===== src/emcb_pkg.sv =====
// Notes on behaviour
// - Gain ramp starts after code times 204.8 us
// - 120 user bits stored, nonvolatile, never used
// - Ringdown watch window is code times 25.6 us
// - Drive current code loaded from nonvolatile after reset
// - Tolerance codes give 2.34, 5.4, 8.2, 12.5 percent
// - Logging starts at code times 25.6 us
// - Sample period 25.6 to 204.8 us, reset code 1
// - Auto mode: base period first and after update
// - Measured period used only inside tolerance
// - Indirect auto measurement receives on base period
// - Squelch zeroes magnitudes below noise level
// - Offset subtracted from each flight time result
package emcb_pkg;
	localparam int CLK_HZ = 50_000_000;
	localparam real STEP_TIME_US = 25.6;
	localparam real GAIN_STEP_US = 204.8;
	localparam int STEP_CYCLES = int'(STEP_TIME_US * CLK_HZ / 1.0e6);
	localparam int GAIN_STEP_TICKS = int'(GAIN_STEP_US / STEP_TIME_US);

	localparam int ADDR_W = 4;
	localparam int DATA_W = 32;
	localparam logic [3:0] IDX_GAIN = 4'h0;
	localparam logic [3:0] IDX_USER0 = 4'h1;
	localparam logic [3:0] IDX_USER1 = 4'h2;
	localparam logic [3:0] IDX_USER2 = 4'h3;
	localparam logic [3:0] IDX_USER3 = 4'h4;
	localparam logic [3:0] IDX_WATCH = 4'h5;
	localparam logic [3:0] IDX_LOG = 4'h6;
	localparam logic [3:0] IDX_BASE_PER = 4'h7;
	localparam logic [3:0] IDX_TX_PER = 4'h8;
	localparam logic [3:0] IDX_RX_PER = 4'h9;
	localparam logic [3:0] IDX_STATUS = 4'hA;

	// Field positions inside IDX_GAIN, IDX_WATCH and IDX_LOG
	localparam int POS_DRIVE = 8;
	localparam int POS_TOL = 14;
	localparam int POS_INTERVAL = 12;
	localparam int POS_AUTO = 14;
	localparam int POS_SQUELCH = 15;
	localparam int POS_OFFSET = 16;
	localparam int POS_FILTER = 4;

	localparam logic [3:0] RST_GAIN_DELAY = 4'h0;
	localparam logic [1:0] RST_FILTER = 2'h0;
	localparam logic [11:0] RST_LOG_BEGIN = 12'h000;
	localparam logic [1:0] RST_INTERVAL = 2'h1;
	localparam logic [15:0] RST_PERIOD = 16'h0000;

	// Tolerance limits in hundredths of a percent
	localparam logic [13:0] TOL_0 = 14'd234;
	localparam logic [13:0] TOL_1 = 14'd540;
	localparam logic [13:0] TOL_2 = 14'd820;
	localparam logic [13:0] TOL_3 = 14'd1250;
	localparam logic [13:0] TOL_SCALE = 14'd10000;

	typedef struct packed {
		logic [3:0] gain_ramp_delay;
		logic [1:0] gain_ramp_filter_width;
		logic [119:0] free_scratch_bits;
		logic [7:0] ringdown_watch_length;
		logic [5:0] drive_current_code;
		logic [1:0] ringdown_period_tolerance;
		logic [11:0] log_window_begin;
		logic [1:0] log_sample_interval;
		logic auto_carrier_select;
		logic below_noise_squelch;
		logic [5:0] flight_time_offset;
		logic [15:0] base_carrier_period;
		logic [15:0] transmit_carrier_period;
		logic [15:0] receive_carrier_period;
	} emcb_cfg_t;

	// Image of the nonvolatile fields
	typedef struct packed {
		logic [119:0] free_scratch_bits;
		logic [7:0] ringdown_watch_length;
		logic [5:0] drive_current_code;
		logic [1:0] ringdown_period_tolerance;
		logic auto_carrier_select;
		logic below_noise_squelch;
		logic [5:0] flight_time_offset;
	} emcb_nv_t;
endpackage


===== src/emcb_tick.sv =====
`timescale 1ns/1ps
`default_nettype none
module emcb_tick #(
	parameter int CYCLES = 1280
) (
	input wire logic clk,
	input wire logic rst,
	input wire logic clr,
	output logic tick
);
	logic [$clog2(CYCLES)-1:0] cnt_q;
	logic [$clog2(CYCLES)-1:0] cnt_d;

	assign tick = !clr && (cnt_q == ($clog2(CYCLES))'(CYCLES - 1));

	always_comb begin
		if (clr || tick) begin
			cnt_d = '0;
		end else begin
			cnt_d = cnt_q + 1'b1;
		end
	end

	always_ff @(posedge clk or posedge rst) begin
		if (rst) begin
			cnt_q <= '0;
		end else begin
			cnt_q <= cnt_d;
		end
	end
endmodule // emcb_tick
`default_nettype wire


===== src/emcb_top.sv =====
// The strobed register port and the register offsets were chosen for this implementation.
`timescale 1ns/1ps
`default_nettype none
module emcb_top
	import emcb_pkg::*;
#(
	parameter int TICK_CYCLES = STEP_CYCLES,
	parameter int LOG_DEPTH = 128
) (
	input wire logic clk,
	input wire logic rst,
	input wire logic [ADDR_W-1:0] addr,
	input wire logic [DATA_W-1:0] wdata,
	input wire logic wr_en,
	input wire logic rd_en,
	output logic [DATA_W-1:0] rdata,
	input wire emcb_nv_t nv_image,
	output emcb_nv_t nv_store_data,
	output logic nv_store,
	input wire logic meas_start,
	input wire logic meas_indirect,
	input wire logic meas_stop,
	input wire logic period_valid,
	input wire logic [15:0] measured_ringdown_period,
	input wire logic mag_valid,
	input wire logic [7:0] echo_mag,
	input wire logic [7:0] noise_level,
	input wire logic tof_valid,
	input wire logic [15:0] tof_raw,
	output logic [15:0] tx_period,
	output logic [15:0] rx_period,
	output logic [5:0] drive_current,
	output logic [1:0] gain_filter_width,
	output logic gain_ramp_go,
	output logic watch_active,
	output logic log_we,
	output logic [$clog2(LOG_DEPTH)-1:0] log_addr,
	output logic [7:0] log_data,
	output logic [15:0] tof_result,
	output logic tof_result_valid
);
	localparam int LA_W = $clog2(LOG_DEPTH);

	function automatic logic [13:0] tol_limit(input logic [1:0] code);
		case (code)
			2'h0: tol_limit = TOL_0;
			2'h1: tol_limit = TOL_1;
			2'h2: tol_limit = TOL_2;
			default: tol_limit = TOL_3;
		endcase
	endfunction

	typedef enum logic [1:0] {EMCB_IDLE, EMCB_RUN, EMCB_FULL} emcb_state_t;

	emcb_cfg_t cfg_q, cfg_d;
	logic load_pend_q, load_pend_d;
	logic nv_store_q, nv_store_d;
	logic [DATA_W-1:0] rdata_q, rdata_d;
	emcb_state_t state_q, state_d;
	logic [15:0] elapsed_q, elapsed_d;
	logic [7:0] phase_q, phase_d;
	logic first_done_q, first_done_d;
	logic period_ok_q, period_ok_d;
	logic [15:0] last_period_q, last_period_d;
	logic [15:0] tx_q, tx_d, rx_q, rx_d;
	logic log_we_q, log_we_d;
	logic [LA_W-1:0] log_addr_q, log_addr_d;
	logic [7:0] log_data_q, log_data_d;
	logic [15:0] tof_q, tof_d;
	logic tof_v_q, tof_v_d;
	logic tick;
	logic running;
	logic sample_due;
	logic [15:0] diff;
	logic [29:0] lhs, rhs;

	emcb_tick #(.CYCLES(TICK_CYCLES)) u_tick (
		.clk(clk),
		.rst(rst),
		.clr(meas_start),
		.tick(tick)
	);

	// Register file
	always_comb begin
		cfg_d = cfg_q;
		nv_store_d = 1'b0;
		load_pend_d = 1'b0;
		if (load_pend_q) begin
			{cfg_d.free_scratch_bits, cfg_d.ringdown_watch_length, cfg_d.drive_current_code,
				cfg_d.ringdown_period_tolerance, cfg_d.auto_carrier_select,
				cfg_d.below_noise_squelch, cfg_d.flight_time_offset} = nv_image;
		end else if (wr_en) begin
			// Nonvolatile words are stored back
			nv_store_d = (addr >= IDX_USER0) && (addr <= IDX_LOG);
			if (addr == IDX_GAIN) begin
				cfg_d.gain_ramp_delay = wdata[3:0];
				cfg_d.gain_ramp_filter_width = wdata[POS_FILTER +: 2];
			end else if (addr == IDX_USER0) begin
				cfg_d.free_scratch_bits[31:0] = wdata;
			end else if (addr == IDX_USER1) begin
				cfg_d.free_scratch_bits[63:32] = wdata;
			end else if (addr == IDX_USER2) begin
				cfg_d.free_scratch_bits[95:64] = wdata;
			end else if (addr == IDX_USER3) begin
				cfg_d.free_scratch_bits[119:96] = wdata[23:0];
			end else if (addr == IDX_WATCH) begin
				cfg_d.ringdown_watch_length = wdata[7:0];
				cfg_d.drive_current_code = wdata[POS_DRIVE +: 6];
				cfg_d.ringdown_period_tolerance = wdata[POS_TOL +: 2];
			end else if (addr == IDX_LOG) begin
				cfg_d.log_window_begin = wdata[11:0];
				cfg_d.log_sample_interval = wdata[POS_INTERVAL +: 2];
				cfg_d.auto_carrier_select = wdata[POS_AUTO];
				cfg_d.below_noise_squelch = wdata[POS_SQUELCH];
				cfg_d.flight_time_offset = wdata[POS_OFFSET +: 6];
			end else if (addr == IDX_BASE_PER) begin
				cfg_d.base_carrier_period = wdata[15:0];
			end else if (addr == IDX_TX_PER) begin
				cfg_d.transmit_carrier_period = wdata[15:0];
			end else if (addr == IDX_RX_PER) begin
				cfg_d.receive_carrier_period = wdata[15:0];
			end
		end
		rdata_d = '0;
		if (rd_en) begin
			if (addr == IDX_GAIN) begin
				rdata_d = {26'h0, cfg_q.gain_ramp_filter_width, cfg_q.gain_ramp_delay};
			end else if (addr == IDX_USER0) begin
				rdata_d = cfg_q.free_scratch_bits[31:0];
			end else if (addr == IDX_USER1) begin
				rdata_d = cfg_q.free_scratch_bits[63:32];
			end else if (addr == IDX_USER2) begin
				rdata_d = cfg_q.free_scratch_bits[95:64];
			end else if (addr == IDX_USER3) begin
				rdata_d = {8'h0, cfg_q.free_scratch_bits[119:96]};
			end else if (addr == IDX_WATCH) begin
				rdata_d = {16'h0, cfg_q.ringdown_period_tolerance, cfg_q.drive_current_code,
					cfg_q.ringdown_watch_length};
			end else if (addr == IDX_LOG) begin
				rdata_d = {10'h0, cfg_q.flight_time_offset, cfg_q.below_noise_squelch,
					cfg_q.auto_carrier_select, cfg_q.log_sample_interval, cfg_q.log_window_begin};
			end else if (addr == IDX_BASE_PER) begin
				rdata_d = {16'h0, cfg_q.base_carrier_period};
			end else if (addr == IDX_TX_PER) begin
				rdata_d = {16'h0, cfg_q.transmit_carrier_period};
			end else if (addr == IDX_RX_PER) begin
				rdata_d = {16'h0, cfg_q.receive_carrier_period};
			end else if (addr == IDX_STATUS) begin
				rdata_d = {tof_q, 4'h0, (state_q != EMCB_IDLE), period_ok_q, first_done_q,
					(state_q == EMCB_FULL), log_addr_q[LA_W-1:0] & 8'hFF};
			end
		end
	end

	always_ff @(posedge clk or posedge rst) begin
		if (rst) begin
			cfg_q <= '0;
			cfg_q.gain_ramp_delay <= RST_GAIN_DELAY;
			cfg_q.gain_ramp_filter_width <= RST_FILTER;
			cfg_q.log_window_begin <= RST_LOG_BEGIN;
			cfg_q.log_sample_interval <= RST_INTERVAL;
			cfg_q.base_carrier_period <= RST_PERIOD;
			load_pend_q <= 1'b1;
			nv_store_q <= 1'b0;
			rdata_q <= '0;
		end else begin
			cfg_q <= cfg_d;
			load_pend_q <= load_pend_d;
			nv_store_q <= nv_store_d;
			rdata_q <= rdata_d;
		end
	end

	assign rdata = rdata_q;
	assign nv_store = nv_store_q;
	assign nv_store_data = {cfg_q.free_scratch_bits, cfg_q.ringdown_watch_length,
		cfg_q.drive_current_code, cfg_q.ringdown_period_tolerance,
		cfg_q.auto_carrier_select, cfg_q.below_noise_squelch, cfg_q.flight_time_offset};
	assign drive_current = cfg_q.drive_current_code;
	assign gain_filter_width = cfg_q.gain_ramp_filter_width;

	// Measurement sequencer
	assign running = (state_q != EMCB_IDLE);
	assign diff = (measured_ringdown_period > cfg_q.base_carrier_period) ?
		(measured_ringdown_period - cfg_q.base_carrier_period) :
		(cfg_q.base_carrier_period - measured_ringdown_period);
	assign lhs = diff * TOL_SCALE;
	assign rhs = cfg_q.base_carrier_period * tol_limit(cfg_q.ringdown_period_tolerance);
	assign sample_due = (state_q == EMCB_RUN) && tick &&
		(elapsed_q >= {4'h0, cfg_q.log_window_begin}) &&
		(phase_q == 8'h00);

	always_comb begin
		state_d = state_q;
		elapsed_d = elapsed_q;
		phase_d = phase_q;
		first_done_d = first_done_q;
		period_ok_d = period_ok_q;
		last_period_d = last_period_q;
		tx_d = tx_q;
		rx_d = rx_q;
		log_we_d = 1'b0;
		log_addr_d = log_addr_q;
		log_data_d = log_data_q;
		tof_v_d = 1'b0;
		tof_d = tof_q;
		if (meas_start) begin
			state_d = EMCB_RUN;
			elapsed_d = '0;
			phase_d = '0;
			log_addr_d = '0;
			if (cfg_q.auto_carrier_select) begin
				tx_d = (first_done_q && period_ok_q) ? last_period_q : cfg_q.base_carrier_period;
				rx_d = meas_indirect ? cfg_q.base_carrier_period : tx_d;
				first_done_d = 1'b1;
			end else begin
				tx_d = cfg_q.transmit_carrier_period;
				rx_d = cfg_q.receive_carrier_period;
			end
		end else if (running) begin
			if (meas_stop) begin
				state_d = EMCB_IDLE;
			end
			if (tick && elapsed_q != 16'hFFFF) begin
				elapsed_d = elapsed_q + 16'h1;
			end
			if (tick && elapsed_q >= {4'h0, cfg_q.log_window_begin}) begin
				phase_d = (phase_q == ((8'h1 << cfg_q.log_sample_interval) - 8'h1)) ?
					8'h00 : phase_q + 8'h1;
			end
			if (sample_due) begin
				log_we_d = 1'b1;
				log_data_d = (cfg_q.below_noise_squelch && echo_mag < noise_level) ?
					8'h00 : echo_mag;
				if (log_addr_q == LA_W'(LOG_DEPTH - 1)) begin
					state_d = meas_stop ? EMCB_IDLE : EMCB_FULL;
				end
			end
			if (log_we_q) begin
				log_addr_d = log_addr_q + 1'b1;
			end
		end
		if (period_valid) begin
			last_period_d = measured_ringdown_period;
			period_ok_d = (lhs < rhs);
		end
		if (wr_en && !load_pend_q && addr == IDX_BASE_PER) begin
			first_done_d = 1'b0;
		end
		if (tof_valid) begin
			tof_d = (tof_raw > {10'h0, cfg_q.flight_time_offset}) ?
				tof_raw - {10'h0, cfg_q.flight_time_offset} : 16'h0000;
			tof_v_d = 1'b1;
		end
	end

	always_ff @(posedge clk or posedge rst) begin
		if (rst) begin
			state_q <= EMCB_IDLE;
			elapsed_q <= '0;
			phase_q <= '0;
			first_done_q <= 1'b0;
			period_ok_q <= 1'b0;
			last_period_q <= '0;
			tx_q <= '0;
			rx_q <= '0;
			log_we_q <= 1'b0;
			log_addr_q <= '0;
			log_data_q <= '0;
			tof_q <= '0;
			tof_v_q <= 1'b0;
		end else begin
			state_q <= state_d;
			elapsed_q <= elapsed_d;
			phase_q <= phase_d;
			first_done_q <= first_done_d;
			period_ok_q <= period_ok_d;
			last_period_q <= last_period_d;
			tx_q <= tx_d;
			rx_q <= rx_d;
			log_we_q <= log_we_d;
			log_addr_q <= log_addr_d;
			log_data_q <= log_data_d;
			tof_q <= tof_d;
			tof_v_q <= tof_v_d;
		end
	end

	assign gain_ramp_go = running &&
		(elapsed_q >= 16'(cfg_q.gain_ramp_delay * GAIN_STEP_TICKS));
	assign watch_active = running && (elapsed_q < {8'h0, cfg_q.ringdown_watch_length});
	assign tx_period = tx_q;
	assign rx_period = rx_q;
	assign log_we = log_we_q;
	assign log_addr = log_addr_q;
	assign log_data = log_data_q;
	assign tof_result = tof_q;
	assign tof_result_valid = tof_v_q;
endmodule // emcb_top
`default_nettype wire


===== config.mk =====
export PLATFORM = sky130hd
export DESIGN_NAME = emcb_top
export DESIGN_NICKNAME = d
export VERILOG_FILES = /design/src/emcb_pkg.sv /design/src/emcb_tick.sv /design/src/emcb_top.sv
export SDC_FILE = /design/constraint.sdc
export NUM_CORES = 2
export LEC_CHECK = 0
export BUFFER_PORTS_ARGS = -buffer_cell sky130_fd_sc_hd__clkbuf_2
export CAP_MARGIN = 20
export CORE_ASPECT_RATIO = 0.7
export CORE_UTILIZATION = 58
export DETAILED_ROUTE_END_ITERATION = 8
export PLACE_DENSITY = 0.82
export SLEW_MARGIN = 25
export SYNTH_ARGS = -nofsm -noshare
export SYNTH_HDL_FRONTEND = slang
export SYNTH_SLANG_ARGS = --single-unit

===== constraint.sdc =====
create_clock -name clk -period 15.7 [get_ports clk]
set_clock_uncertainty 0.2 [all_clocks]
set_input_delay 2.355 -clock clk [delete_from_list [all_inputs] [get_ports clk]]
set_output_delay 2.355 -clock clk [all_outputs]
set_load 0.05 [all_outputs]

==> run metrics <==
number of flops mapped to enable cells by yosys 0; post-DP HPWL 76040 um; CTS tree yes; FF+latch area roughly 9200 um^2; Worst path max stage delay 0.64 ns; synth warn 0; max cap viols 0; worst endpoint required time around 16 ns; area delta synth->final 10.99%; share of cells above drive strength 1 0.2022; first-pass GRT wire length 143200 um; Main synth FF type dfrtp_1; Core Footprint approximately 48000 um^2; site row count 67; Hold Path Class reg2reg; CP max-delay cell or4_1; post_cts resized 0; Max Slew Vio Count 0; cell taking the most area after synthesis dfrtp_1; Final nets 3945; Synth top cells by count 364 x dfrtp_1, 328 x inv_1, 256 x ha_1, 254 x nand2_1, 236 x nor2_1; CTS Buf Count 35; setup TNS 0 ns; GRT Util Overall 0.3832; critical path peak fanout 19; syn_area_per_cell around 9.4 um^2; vias between 20000 and 25000; WL final 97320 um; Synth top area share 0.3203; # setup viols final 0; most used cell, CP ha_1; WL/cell 24.36 um; die width 266.7 um; Seq/Total Area, Yosys 0.3222; cts hold-fix bufs 0; status complete, no violations; Final Worst Setup Slack 4.028 ns; vias per cell 6.210; Distinct cells, synth 76; Die ar. between 40000 and 50000 um^2; clock tree buffer depth 3; period utilization 0.7435; worst endpoint data arrival time 11.88 ns; syn_nets 3679; CP startpoint kind primary input; fillers 3912; synthesized cell area 28440 um^2; Clock Latency Late Sink roughly 0.54 ns; Highest Clock Rate 85.67 MHz; min Tclk post-route 11.67 ns; number of global-route vias before repair 23050; Placement Setup Slack between 3 and 4 ns; largest cells by area after synthesis dfrtp_1 32%, ha_1 11%, fa_1 10%; clk slew on worst S/H paths approximately 0.07 ns; CTS root buf clkbuf_16; port bufs 488; H-tree depth 2; Initial DRC Count 3339; Die Span Y approximately 190 um; Detailed Routing Iterations Pass 1 6; final hold slack 0.2881 ns; grt total ovfl 0; maximum number of pins on one net before global-route repair 184; area of the multi-input gates 16470 um^2; Setup Buffers After CTS 0; Initial Utilization 0.5910; I/O Pins a little under 500; worst slew pin tran 1.049 ns; Reg2Reg Setup Slack 5.43 ns; endpoints failing hold 0; Synth Register Bits 366; RSZ-0062 raised after global routing false; Sink Count 366; Residual DRC 0; initial antenna violation count 16; most frequent cell after synthesis dfrtp_1; Async S/R FF share, synth 1.000; Rel. slew slack 0.2965; Crit Path Class in2reg; remaining antenna violation count 0; gp weighted congestion ~0.99; critical path capture point type flip-flop; Mapped Cells between 3000 and 4000
-- logic make-up (layout without fill, tap and decap cells) --
logic type                 count (synthesis)  after routing  share of synthesized area
adders and majority gates                400            400                     0.2140
buffers and inverters                    619            907                     0.1030
DFF                                      366            366                     0.3222
AOI/OAI and AO/OA                        739            739                     0.1778
and+or+nand+nor                          702            702                     0.1094
other                                      1             13                  0.0001319
xor gates and xnor gates                 109            109                    0.03384
muxes                                    105            105                    0.03960
-- path summary, 6_finish.rpt --
check,startpoint,to,cells past startpoint
setup reg to reg,cfg_q[44],period_ok_q,33
hold / removal,tx_period[12],tx_period[12],1
min in group asynchronous,rst,rdata[12],2
setup / recovery,measured_ringdown_period[12],period_ok_q,35
max in group asynchronous,rst,nv_store_data[7],4
hold reg to reg,tx_period[12],tx_period[12],1
-- routing by layer --
metal | track usage | routed length (um) | vias up
met5 | 0 | 50 | -
met3 | 0.1553 | 14670 | 240
li1 | - | - | 10870
met1 | 0.5591 | 40330 | 12050
met2 | 0.5139 | 39020 | 1654
met4 | 0.1174 | 3248 | 8
-- layout by cell type, fill, tap and decap left out, drive strengths merged, types with 7 or more instances in the layout --
master	n
a31oi	24
a21o	118
ha	256
mux2i	45
and3	12
a22o	15
nor2	237
nor4	10
a21oi	198
nand4	12
buf	32
xor2	54
nand3	44
o21ai	116
o21a	11
clkbuf	533
mux2	60
clkinv	7
dfrtp	364
a221o	66
a221oi	20
nand2b	35
o22ai	16
and2	24
a222oi	25
o21bai	9
diode	12
inv	330
a22oi	57
o31ai	9
xnor2	55
a211oi	29
fa	144
nor3	23
or3	7
nand2	256
nor2b	21
-- through the flow --
step	instance area, um^2	cells	util
after floorplan	28440	3041	-
after global placement	30340	3920	0.6305
after detailed placement	30370	3924	0.6311
after CTS	31500	3983	0.6546
after global routing	31550	3993	0.6558
final	31560	3996	0.6559
-- worst max-delay path: cells and delay by family --
kind                     cells  cell delay (ns)
AND/OR/NAND/NOR             13             3.42
adder cells (fa/ha/maj)      8             2.94
AO/OA/AOI/OAI                8             2.21
XOR/XNOR                     1             0.55
buffers and inverters        5             0.38
-- state kept, by name, summed over array words and instances (netlist names), 2 cells and up --
| signal | flops |
|---|---|
| nv_store_data | 138 |
| phase_q | 8 |
| elapsed_q | 16 |
| log_addr | 7 |
| log_data | 8 |
| tof_result | 16 |
| rx_period | 16 |
| gain_filter_width | 2 |
| last_period_q | 16 |
| cfg_q | 66 |
| drive_current | 6 |
| state_q | 2 |
| rdata | 32 |
| tx_period | 16 |
| u_tick.cnt_q | 11 |
-- cell type report --
class	count	share of cell area
Antenna cell	12	0.0009514
Clock buffer	45	0.03148
Clock inverter	14	0.004400
Inverter	328	0.03925
Multi-Input combinational cell	2056	0.5218
Sequential cell	366	0.2904
Tap cell	655	0.02597
Timing Repair Buffer	520	0.08571
Power is not shown: default switching activity piles up to over one toggle a cycle in this logic, so the estimate is an artifact.
